## config.mk

```make
export PLATFORM = sky130hd
export DESIGN_NAME = awd_result_window_detector
export DESIGN_NICKNAME = d
export VERILOG_FILES = /design/src/awd_pkg.sv /design/src/awd_window_cmp.sv /design/src/awd_result_window_detector.sv
export SDC_FILE = /design/constraint.sdc
export NUM_CORES = 1
export LEC_CHECK = 0
export BUFFER_PORTS_ARGS = -buffer_cell sky130_fd_sc_hd__buf_2
export CORE_MARGIN = 2
export CORE_UTILIZATION = 55
export DETAILED_ROUTE_END_ITERATION = 8
export PLACE_DENSITY = 0.74
export SLEW_MARGIN = 5
export SYNTH_ARGS = -nofsm -noshare
export SYNTH_HDL_FRONTEND = slang
export SYNTH_SLANG_ARGS = --single-unit
```

## constraint.sdc

```tcl
create_clock -name clk_in -period 3.3 [get_ports clk_in]
set_clock_uncertainty 0.05 [all_clocks]
set_input_delay 0.66 -clock clk_in [delete_from_list [all_inputs] [get_ports clk_in]]
set_output_delay 0.66 -clock clk_in [all_outputs]
set_load 0.02 [all_outputs]
```

## src/awd_pkg.sv

```systemverilog
// Constants shared by the result formatter and window detector.
// Assumes a byte-wide special-function register port on the system clock.
package awd_pkg;

  // ==========================================================================
  // Register addresses
  localparam logic [7:0] AWD_ADDR_RES_LOW   = 8'hbe; // Result low byte
  localparam logic [7:0] AWD_ADDR_RES_HIGH  = 8'hbf; // Result high byte
  localparam logic [7:0] AWD_ADDR_GT_LOW    = 8'hc4; // Greater limit low byte
  localparam logic [7:0] AWD_ADDR_GT_HIGH   = 8'hc5; // Greater limit high byte
  localparam logic [7:0] AWD_ADDR_LT_LOW    = 8'hc6; // Less limit low byte
  localparam logic [7:0] AWD_ADDR_LT_HIGH   = 8'hc7; // Less limit high byte
  localparam logic [7:0] AWD_ADDR_CTRL      = 8'he8; // Converter control

  // ==========================================================================
  // Control register fields
  localparam int AWD_BIT_LEFT_ALIGN = 0; // Left alignment select
  localparam int AWD_BIT_WIN_FLAG   = 1; // Window match flag
  localparam int AWD_BIT_BUSY       = 4; // Busy (read), start (write 1)
  localparam int AWD_BIT_DONE       = 5; // Conversion complete flag

  // ==========================================================================
  // Reset values
  localparam logic [7:0]  AWD_RST_GT_LOW  = 8'hff;
  localparam logic [7:0]  AWD_RST_GT_HIGH = 8'hff;
  localparam logic [7:0]  AWD_RST_LT_LOW  = 8'h00;
  localparam logic [7:0]  AWD_RST_LT_HIGH = 8'h00;
  localparam logic [15:0] AWD_RST_RESULT  = 16'h0000;

  // ==========================================================================
  // Data format
  localparam int AWD_CODE_W = 12; // Raw converter code width
  localparam int AWD_PAD_W  = 4;  // Pad bits in a 16-bit result word

  // ==========================================================================
  // Timing: system clock and fastest converter clock, in kHz
  localparam int AWD_SYS_CLK_KHZ  = 250000;
  localparam int AWD_SAR_CLK_KHZ  = 2500;
  // Least time per converter clock rounds up to whole system cycles
  localparam int AWD_SAR_DIV      = (AWD_SYS_CLK_KHZ + AWD_SAR_CLK_KHZ - 1) / AWD_SAR_CLK_KHZ;
  localparam int AWD_CONV_SAR_MIN = 16; // Converter clocks per conversion

endpackage

```

## src/awd_window_cmp.sv

```systemverilog
// Window comparison of one 16-bit result word against two limit words.
// Assumes all three words share the same alignment; purely combinational.
`timescale 1ns/1ps

module awd_window_cmp
(
  // Words under comparison
  input  wire logic [15:0] word_in,      // Formatted result word
  input  wire logic [15:0] greater_in,   // Greater-than limit
  input  wire logic [15:0] less_in,      // Less-than limit
  // Mode
  input  wire logic        signed_in,    // Two's complement comparison
  // Verdict
  output logic             match_out     // Match condition met
);

  // ==========================================================================
  // Extension to 17 bits lets one signed compare serve both number forms
  logic signed [16:0] word_x;  // Extended result
  logic signed [16:0] gt_x;    // Extended greater limit
  logic signed [16:0] lt_x;    // Extended less limit

  assign word_x = {signed_in & word_in[15], word_in};
  assign gt_x   = {signed_in & greater_in[15], greater_in};
  assign lt_x   = {signed_in & less_in[15], less_in};

  // Band sense comes only from the limit order
  always_comb
  begin
    if (lt_x > gt_x)
    begin
      // Inside band, both bounds exclusive
      match_out = (word_x > gt_x) && (word_x < lt_x);
    end
    else
    begin
      // Outside band; on or between limits leaves no match
      match_out = (word_x < lt_x) || (word_x > gt_x);
    end
  end

endmodule

```

## src/awd_result_window_detector.sv

```systemverilog
// Converter back end: conversion sequencing, result formatting, limit
// registers and the sticky window match flag, on a byte-wide register port.
// Assumes the raw code, pair mode and register port share clk_in.
`timescale 1ns/1ps

// Operation
// - Differential results are 11-bit signed
// - Right-aligned code scales 12 or 11 bits
// - Every result compared against limits automatically
// - Match flag readable and usable as interrupt
// - Limit words split into writable bytes
// - Limit order picks inside or outside band
// - Less above greater: match strictly inside
// - Differential comparisons are two's complement
// - Right differential result sign-extended to 16
// - Left alignment compares left word directly
// - Left differential low nibble zero, signed
// - Conversion takes at least 16 converter clocks
// - Greater limit low byte resets all ones
// - Less limit high byte read-write register
// - Differential two's complement, single-ended unsigned
// - Right differential high nibble copies sign
module awd_result_window_detector
#(
  parameter int CONV_SAR_CLKS = awd_pkg::AWD_CONV_SAR_MIN, // Converter clocks
  parameter int SAR_DIV       = awd_pkg::AWD_SAR_DIV       // System clocks each
)
(
  // Clock and reset
  input  wire logic                          clk_in,        // System clock
  input  wire logic                          rst_b_in,      // Sync reset, low
  // Register port
  input  wire logic [7:0]                    sfr_addr_in,   // Register address
  input  wire logic                          sfr_wr_in,     // Write strobe
  input  wire logic [7:0]                    sfr_wdata_in,  // Write data
  output logic      [7:0]                    sfr_rdata_out, // Read data
  // Converter core
  input  wire logic                          conv_start_in, // Start pulse
  input  wire logic [awd_pkg::AWD_CODE_W-1:0] conv_code_in, // Raw code
  input  wire logic                          diff_pair_in,  // Pair is differential
  // Status
  output logic                               busy_out,      // Conversion running
  output logic                               window_match_flag_out // Sticky flag
);

  import awd_pkg::*;

  // ==========================================================================
  // Elaboration checks
  localparam int CONV_CYC = CONV_SAR_CLKS * SAR_DIV; // Cycles per conversion
  localparam int CNT_W    = $clog2(CONV_CYC + 1);

  generate
    if (CONV_SAR_CLKS < AWD_CONV_SAR_MIN || SAR_DIV < 1)
    begin : g_bad_timing
      $error("conversion timing parameters too small");
    end
  endgenerate

  localparam logic [CNT_W-1:0] CNT_LAST = CNT_W'(CONV_CYC - 1);

  // ==========================================================================
  // State
  typedef struct packed {
    logic [7:0]       gt_low;    // Greater limit low byte
    logic [7:0]       gt_high;   // Greater limit high byte
    logic [7:0]       lt_low;    // Less limit low byte
    logic [7:0]       lt_high;   // Less limit high byte
    logic [15:0]      result;    // Formatted result pair
    logic             left_align_select;
    logic             window_match_flag;
    logic             done;      // Conversion complete flag
    logic             busy;      // Conversion running
    logic [CNT_W-1:0] cnt;       // System cycles into conversion
    logic [7:0]       rdata;     // Registered read data
  } awd_state_t;

  awd_state_t st_q;  // Registered state
  awd_state_t st_d;  // Next state

  logic        eval;      // Conversion completes this cycle
  logic        wr_ctrl;   // Control register written
  logic [15:0] word;      // Formatted result of this conversion
  logic [15:0] gt_word;   // Greater-than limit word
  logic [15:0] lt_word;   // Less-than limit word
  logic        match;     // Comparator verdict

  assign gt_word = {st_q.gt_high, st_q.gt_low};
  assign lt_word = {st_q.lt_high, st_q.lt_low};
  assign eval    = st_q.busy && (st_q.cnt == CNT_LAST);
  assign wr_ctrl = sfr_wr_in && (sfr_addr_in == AWD_ADDR_CTRL);

  // ==========================================================================
  // Result formatting
  always_comb
  begin
    if (st_q.left_align_select)
    begin
      // Left word; low nibble always zero
      word = {conv_code_in, {AWD_PAD_W{1'b0}}};
    end
    else if (diff_pair_in)
    begin
      // Sign extension gives 0xf800 .. 0x07ff
      word = {{AWD_PAD_W{conv_code_in[AWD_CODE_W-1]}}, conv_code_in};
    end
    else
    begin
      // Single-ended unsigned, full 12 bits
      word = {{AWD_PAD_W{1'b0}}, conv_code_in};
    end
  end

  // Comparator; signed only for a differential pair
  awd_window_cmp u_cmp
  (
    .word_in    (word),
    .greater_in (gt_word),
    .less_in    (lt_word),
    .signed_in  (diff_pair_in),
    .match_out  (match)
  );

  // ==========================================================================
  // Next state
  always_comb
  begin
    st_d = st_q;
    // Sequencer: start ignored while running
    if (st_q.busy)
    begin
      st_d.cnt = st_q.cnt + 1'b1;
      if (eval)
      begin
        st_d.busy   = 1'b0;
        st_d.cnt    = '0;
        st_d.result = word;
      end
    end
    else if (conv_start_in || (wr_ctrl && sfr_wdata_in[AWD_BIT_BUSY]))
    begin
      st_d.busy = 1'b1;
      st_d.cnt  = '0;
    end
    // Register writes
    if (sfr_wr_in)
    begin
      unique case (sfr_addr_in)
        AWD_ADDR_GT_LOW:  st_d.gt_low  = sfr_wdata_in;
        AWD_ADDR_GT_HIGH: st_d.gt_high = sfr_wdata_in;
        AWD_ADDR_LT_LOW:  st_d.lt_low  = sfr_wdata_in;
        AWD_ADDR_LT_HIGH: st_d.lt_high = sfr_wdata_in;
        AWD_ADDR_CTRL:
        begin
          st_d.left_align_select = sfr_wdata_in[AWD_BIT_LEFT_ALIGN];
          st_d.window_match_flag = sfr_wdata_in[AWD_BIT_WIN_FLAG];
          st_d.done              = sfr_wdata_in[AWD_BIT_DONE];
        end
        default:
        begin
          // Other addresses ignore writes
        end
      endcase
    end
    // Hardware set placed last so it beats a clear in the same cycle
    if (eval)
    begin
      st_d.done = 1'b1;
      if (match)
      begin
        st_d.window_match_flag = 1'b1;
      end
    end
    // Read mux, one cycle of latency
    unique case (sfr_addr_in)
      AWD_ADDR_RES_LOW:  st_d.rdata = st_q.result[7:0];
      AWD_ADDR_RES_HIGH: st_d.rdata = st_q.result[15:8];
      AWD_ADDR_GT_LOW:   st_d.rdata = st_q.gt_low;
      AWD_ADDR_GT_HIGH:  st_d.rdata = st_q.gt_high;
      AWD_ADDR_LT_LOW:   st_d.rdata = st_q.lt_low;
      AWD_ADDR_LT_HIGH:  st_d.rdata = st_q.lt_high;
      AWD_ADDR_CTRL:     st_d.rdata = {2'b00, st_q.done, st_q.busy, 2'b00,
                                       st_q.window_match_flag, st_q.left_align_select};
      default:           st_d.rdata = 8'h00;              // Unmapped reads zero
    endcase
  end

  // ==========================================================================
  // State register
  always_ff @(posedge clk_in)
  begin
    if (!rst_b_in)
    begin
      st_q         <= '0;
      st_q.gt_low  <= AWD_RST_GT_LOW;
      st_q.gt_high <= AWD_RST_GT_HIGH;
      st_q.lt_low  <= AWD_RST_LT_LOW;
      st_q.lt_high <= AWD_RST_LT_HIGH;
      st_q.result  <= AWD_RST_RESULT;
    end
    else
    begin
      st_q <= st_d;
    end
  end

  assign sfr_rdata_out         = st_q.rdata;
  assign busy_out              = st_q.busy;
  assign window_match_flag_out = st_q.window_match_flag;

  // Helper: busy cycles counted independently of the sequencer
  logic [CNT_W-1:0] chk_busy_cyc;
  always_ff @(posedge clk_in)
  begin
    if (!rst_b_in || !busy_out)
    begin
      chk_busy_cyc <= '0;
    end
    else
    begin
      chk_busy_cyc <= chk_busy_cyc + 1'b1;
    end
  end
endmodule

```

### After elaboration in Yosys (flattened, before gate mapping)

Cells that the tools add are included.

* add/subtract/negate cells: 1
* multiply operators: 0
* divide/modulo/power cells: 0
* magnitude comparators: 3
* equal/unequal tests: 8
* shift operators: 0
* multiplexer cells: 11
* bitwise operators: 3
* reductions and logical operators: 16

Operators by type and width (number)
* 8-bit equality test, second input constant: 7
* 8-bit one-hot mux with 7 select lines: 1
* 12-bit 2-to-1 mux: 3
* 17-bit > comparator: 2
* 16-bit 2-to-1 mux: 2
* 17-bit less-than comparator: 1
* 2-bit AND reduction: 7
* 11-bit by 1-bit adder with 11-bit output, second input constant: 1
* 11-bit equality test, second input constant: 1
* 2-bit 2-to-1 mux: 3
* 2-bit nonzero test: 3
* 1-bit logical AND: 4
* 1-bit bitwise AND: 3
* 1-bit logical OR: 2
* 1-bit 2-to-1 mux: 2

* register bits after elaboration: 71
* latch bits: 0
* memory bits (writable): 0
* ROM bits: 0
* input bits: 33
* output and inout port bits: 10
* word-level logic and storage cells: 53
* memories: 0

### Logic depth before layout (Yosys ltp)

* depth in word-level cells: 8
* mapped depth: 12
* depth with buffers taken out: 11

### By module

A second synthesis with hierarchy kept.

* cell total of the unflattened synthesis: 544
* area, all modules: 4770.8 um^2

By module, submodules not included
* awd_result_window_detector: times used 1, cells each 378, area each 3545.9 um^2, seq. area each 1421.4 um^2
* awd_window_cmp: times used 1, cells each 166, area each 1224.9 um^2, seq. area each 0.0 um^2

### Worst setup path before layout

OpenSTA, ideal clock, no wires.

* path kind: register -> register
* start: register st_q[22] in the netlist's numbering
* end: register st_q (netlist bit window_match_flag_out)
* library setup time: 0.070 ns
* data arrival time: 2.536 ns
* required time: 3.180 ns
* path slack: 0.644 ns
* stages on the path, launching flop included: 11
* path buffers: 2
* period minus slack after synthesis: 2.656 ns
* path through: dfxtp_1 buf_6 clkbuf_1 mux2_2 ha_1 o221ai_1 or3_1 a21oi_1 o21ai_1 a2111o_1 a21boi_1

* elaborated cells between the ends (all ways): 9
* classes of those cells: order compare: 2; mux: 4; bitwise: 1; reduce/logical: 2

RTL lines
* start: declaration: line awd_result_window_detector.sv:78 `awd_state_t st_q;`
* start signal: assignment: line awd_result_window_detector.sv:203 `st_q <= st_d;`
* 16-bit 2-to-1 mux *: line awd_result_window_detector.sv:97 `if (st_q.left_align_select)`
* named net u_cmp.word_in[4]: line awd_window_cmp.sv:8 `input wire logic [15:0] word_in,`
* 17-bit less-than comparator / 17-bit > comparator (equally long branches): line awd_window_cmp.sv:33, awd_window_cmp.sv:38
* 1-bit logical OR / 1-bit logical AND (equally long branches): line awd_window_cmp.sv:38, awd_window_cmp.sv:33
* 1-bit 2-to-1 mux *: line awd_window_cmp.sv:30 `if (lt_x > gt_x)`
* 1-bit 2-to-1 mux *: line awd_result_window_detector.sv:169 `if (match)`
* 2-bit 2-to-1 mux *: line awd_result_window_detector.sv:166 `if (eval)`

The timed path passes the listed nets; every way through them passes the cells marked *.
A chain may end at the register's enable or synchronous reset.

### Worst setup path in the final report

Ends and elaborated chain as after synthesis.

==> results by group <==
Place
  • Port Buffers: 42
  • GP Congestion: 1.04
  • Final HPWL from detailed placement: 10100 um

Synth
  • Yosys top cell area share: 0.302
  • Syn Std Cell Area: 4710 um^2
  • Synth area leaders: dfxtp_1, ha_1, nand2_1
  • Leading area contributor after synthesis: dfxtp_1
  • Syn avg cell area: 8.66 um^2
  • Cells after synthesis: 544
  • Warnings, synthesis: 0
  • Syn nets: 623
  • Synth Register Bits: 71
  • Top_reg_cell synth: dfxtp_1
  • Number of synthesized flops with an enable pin: 0
  • Netlist cell types: 63
  • Post-synthesis async set-or-reset flop share: 0
  • Register area share after synthesis: 0.302

Die
  • Initial Utilization: 0.571
  • Rows: 33
  • Die area: 9330 um^2
  • Chip height: 96.6 um
  • Die W: 96.6 um
  • IO Count: 43
  • Core Region: 8260 um^2

GRT
  • GR Overflow Total: 0
  • Number of global-route vias before repair: 3758
  • Initial antenna violation count: 0
  • GRT Resource Usage Total: 0.297
  • Global-route wire length before repair: 20300 um
  • Largest net degree at the start of global routing: 38

Pwr
  • Flop pwr share: 0.493
  • Worst vdd ir: 0.230 mV
  • Comb pwr share: 0.100
  • P_int: 1300 uW
  • Pwr Total: 1750 uW
  • Switching part of the total: 0.261
  • Static Leakage: 0.00216 uW
  • Clock network fraction of design power: 0.407
  • Cell Pwr Density: 342 nW/um^2
  • Switching power: 458 uW

Setup path
  • CP Max Fanout: 17
  • Crit path kind: register to register
  • Cell mode on critical path: a21boi_1
  • WP data arrival: 3.16 ns
  • CP cell instances: mux2_2 -> ha_1 -> and4_1 -> a21boi_1 -> a41oi_1 -> a31oi_1 -> o21a_1 -> a2111o_1 -> a21boi_1
  • Worst EP required: 3.54 ns
  • Setup crit end kind: register
  • Slowest cell delay on critical path: 0.73 ns
  • Largest delay share family, worst path: compound AO/OA/AOI/OAI gates
  • Slowest-stage cell, CP: dfxtp_1
  • Startpoint Class: register
  • Worst path bufs/invs: 0

Flow run
  • MaxCap Viol Count: 0

Outcome
  • Outcome: finished clean

Final layout
  • Final #Nets: 654
  • Share of post-route cells with drive strength above 1: 0.173
  • Filler instances: 766
  • Area of the multi-input gates: 2970 um^2
  • ANT cells: 0
  • FF+latch area: 1420 um^2
  • Final Util: 0.620
  • Most frequent cells in the layout: nand2_1, dfxtp_1, ha_1, buf_2, inv_1
  • Most common cell after layout, fill and taps aside: nand2_1
  • Area growth syn-to-layout: 8.68%

CTS
  • CTS buffer count: 9
  • Worst-Skew Late Latency: 0.35 ns
  • Worst-path clk slew: 0.08 ns
  • Clk buf depth: 2
  • Post-CTS setup buffers: 0
  • Clock root buffer: clkbuf_8
  • Post-CTS Resized: 0
  • Hold buffers post-CTS: 0
  • # clock sinks: 71
  • CTS tree: yes
  • CTS H-tree lvls: 3

Timing
  • Final slew viol count: 0
  • RSZ-0062 raised after global routing: no
  • Hold Vio Cnt, Final: 0
  • Tcrit/Tclk final: 0.884
  • Worst slew pin tran: 0.657 ns
  • # setup viols final: 0
  • Setup TNS: 0 ns
  • Fmax: 343 MHz
  • Slew headroom: 0.559
  • Tmin final: 2.92 ns

Routing
  • 1st-iter DRT viols: 214
  • Final ANT Viol Nets: 0
  • Wire per inst: 19.1 um
  • DRC violation count after routing: 0
  • First-pass DRT Iterations: 4
  • Vias: 4084
  • Vias/cell: 5.97
  • Post-Route WL: 13100 um

Hold path
  • Hold Crit Class: register to register
[layer usage]
layer,wire length [um],track usage,vias up
met5,0,0,-
met4,267,0.0974,0
met2,5780,0.453,124
met1,6260,0.424,1940
li1,-,-,1996
met3,777,0.0520,24
[final timing paths]
kind / startpoint / end / slack, ns / depth (start not counted)
setup / recovery: st_q[22] / window_match_flag_out / 0.38 / 9
hold / removal: st_q[29] / st_q[29] / 0.41 / 2
setup reg to reg: st_q[22] / window_match_flag_out / 0.38 / 9
hold reg to reg: st_q[29] / st_q[29] / 0.41 / 2
[flip-flops by register name, summed over array words and instances, names as in the netlist]
| signal | count |
|---|---|
| st_q | 29 |
| gt_word | 16 |
| window_match_flag_out | 1 |
| busy_out | 1 |
| lt_word | 16 |
| sfr_rdata_out | 8 |
[synthesized netlist by cell type (6+ instances only)]
cell      instances
a21boi_0         16
inv_1            34
and3_1           10
nor3_1            6
nor2_1           20
o211ai_1         14
nand2_1          81
mux2_2           15
dfxtp_1          71
mux2i_1          21
ha_1             46
nand4_1           7
o21ai_0          24
nand3_1          14
buf_2             9
a21oi_1          23
a22oi_1           6
and2_1            7
clkbuf_1          9
nor2b_1          29
buf_4            10
[power groups by stage]
stage,clock (uW),combinational [uW],sequential (uW)
after floorplan,0,106,882
after global placement,0,173,883
after detailed placement,0,173,884
after CTS,727,175,863
after global routing,763,192,864
final,713,176,864
[through the flow]
| step | cell area [um^2] | setup WS (ns) | std cells | hold WS, ns |
|---|---|---|---|---|
| detailed placement | 4930 | 0.338 | 669 | 0.404 |
| finish | 5120 | 0.382 | 684 | 0.412 |
| floorplan | 4710 | 0.644 | 544 | 0.382 |
| CTS | 5120 | 0.377 | 684 | 0.414 |
| global placement | 4930 | 0.401 | 669 | 0.401 |
| global route | 5120 | 0.161 | 684 | 0.439 |
[logic make-up after synthesis]
kind of cell / count (synthesis) / synth area share
AND/OR/NAND/NOR: 196 / 0.226
AO/OA/AOI/OAI: 123 / 0.176
flip-flops: 71 / 0.302
buffers and inverters: 65 / 0.0688
adder cells (fa/ha/maj): 47 / 0.125
multiplexers: 40 / 0.0995
XOR/XNOR: 2 / 0.00372
[final cells by class]
| class | count | area share |
|---|---|---|
| clock buffer | 10 | 0.0269 |
| clock inverter | 5 | 0.0115 |
| inverter | 34 | 0.0249 |
| multi-input combinational | 408 | 0.579 |
| sequential | 71 | 0.277 |
| tap | 105 | 0.0256 |
| timing repair buffer | 51 | 0.0542 |
[worst reg2reg max path, cell delays in order (launching register included)]
cell      delay (ns)
dfxtp_1         0.73
mux2_2          0.45
ha_1            0.30
and4_1          0.24
a21boi_1        0.14
a41oi_1         0.21
a31oi_1         0.14
o21a_1          0.20
a2111o_1        0.28
a21boi_1        0.13
Power figures use the tool's default switching activity.
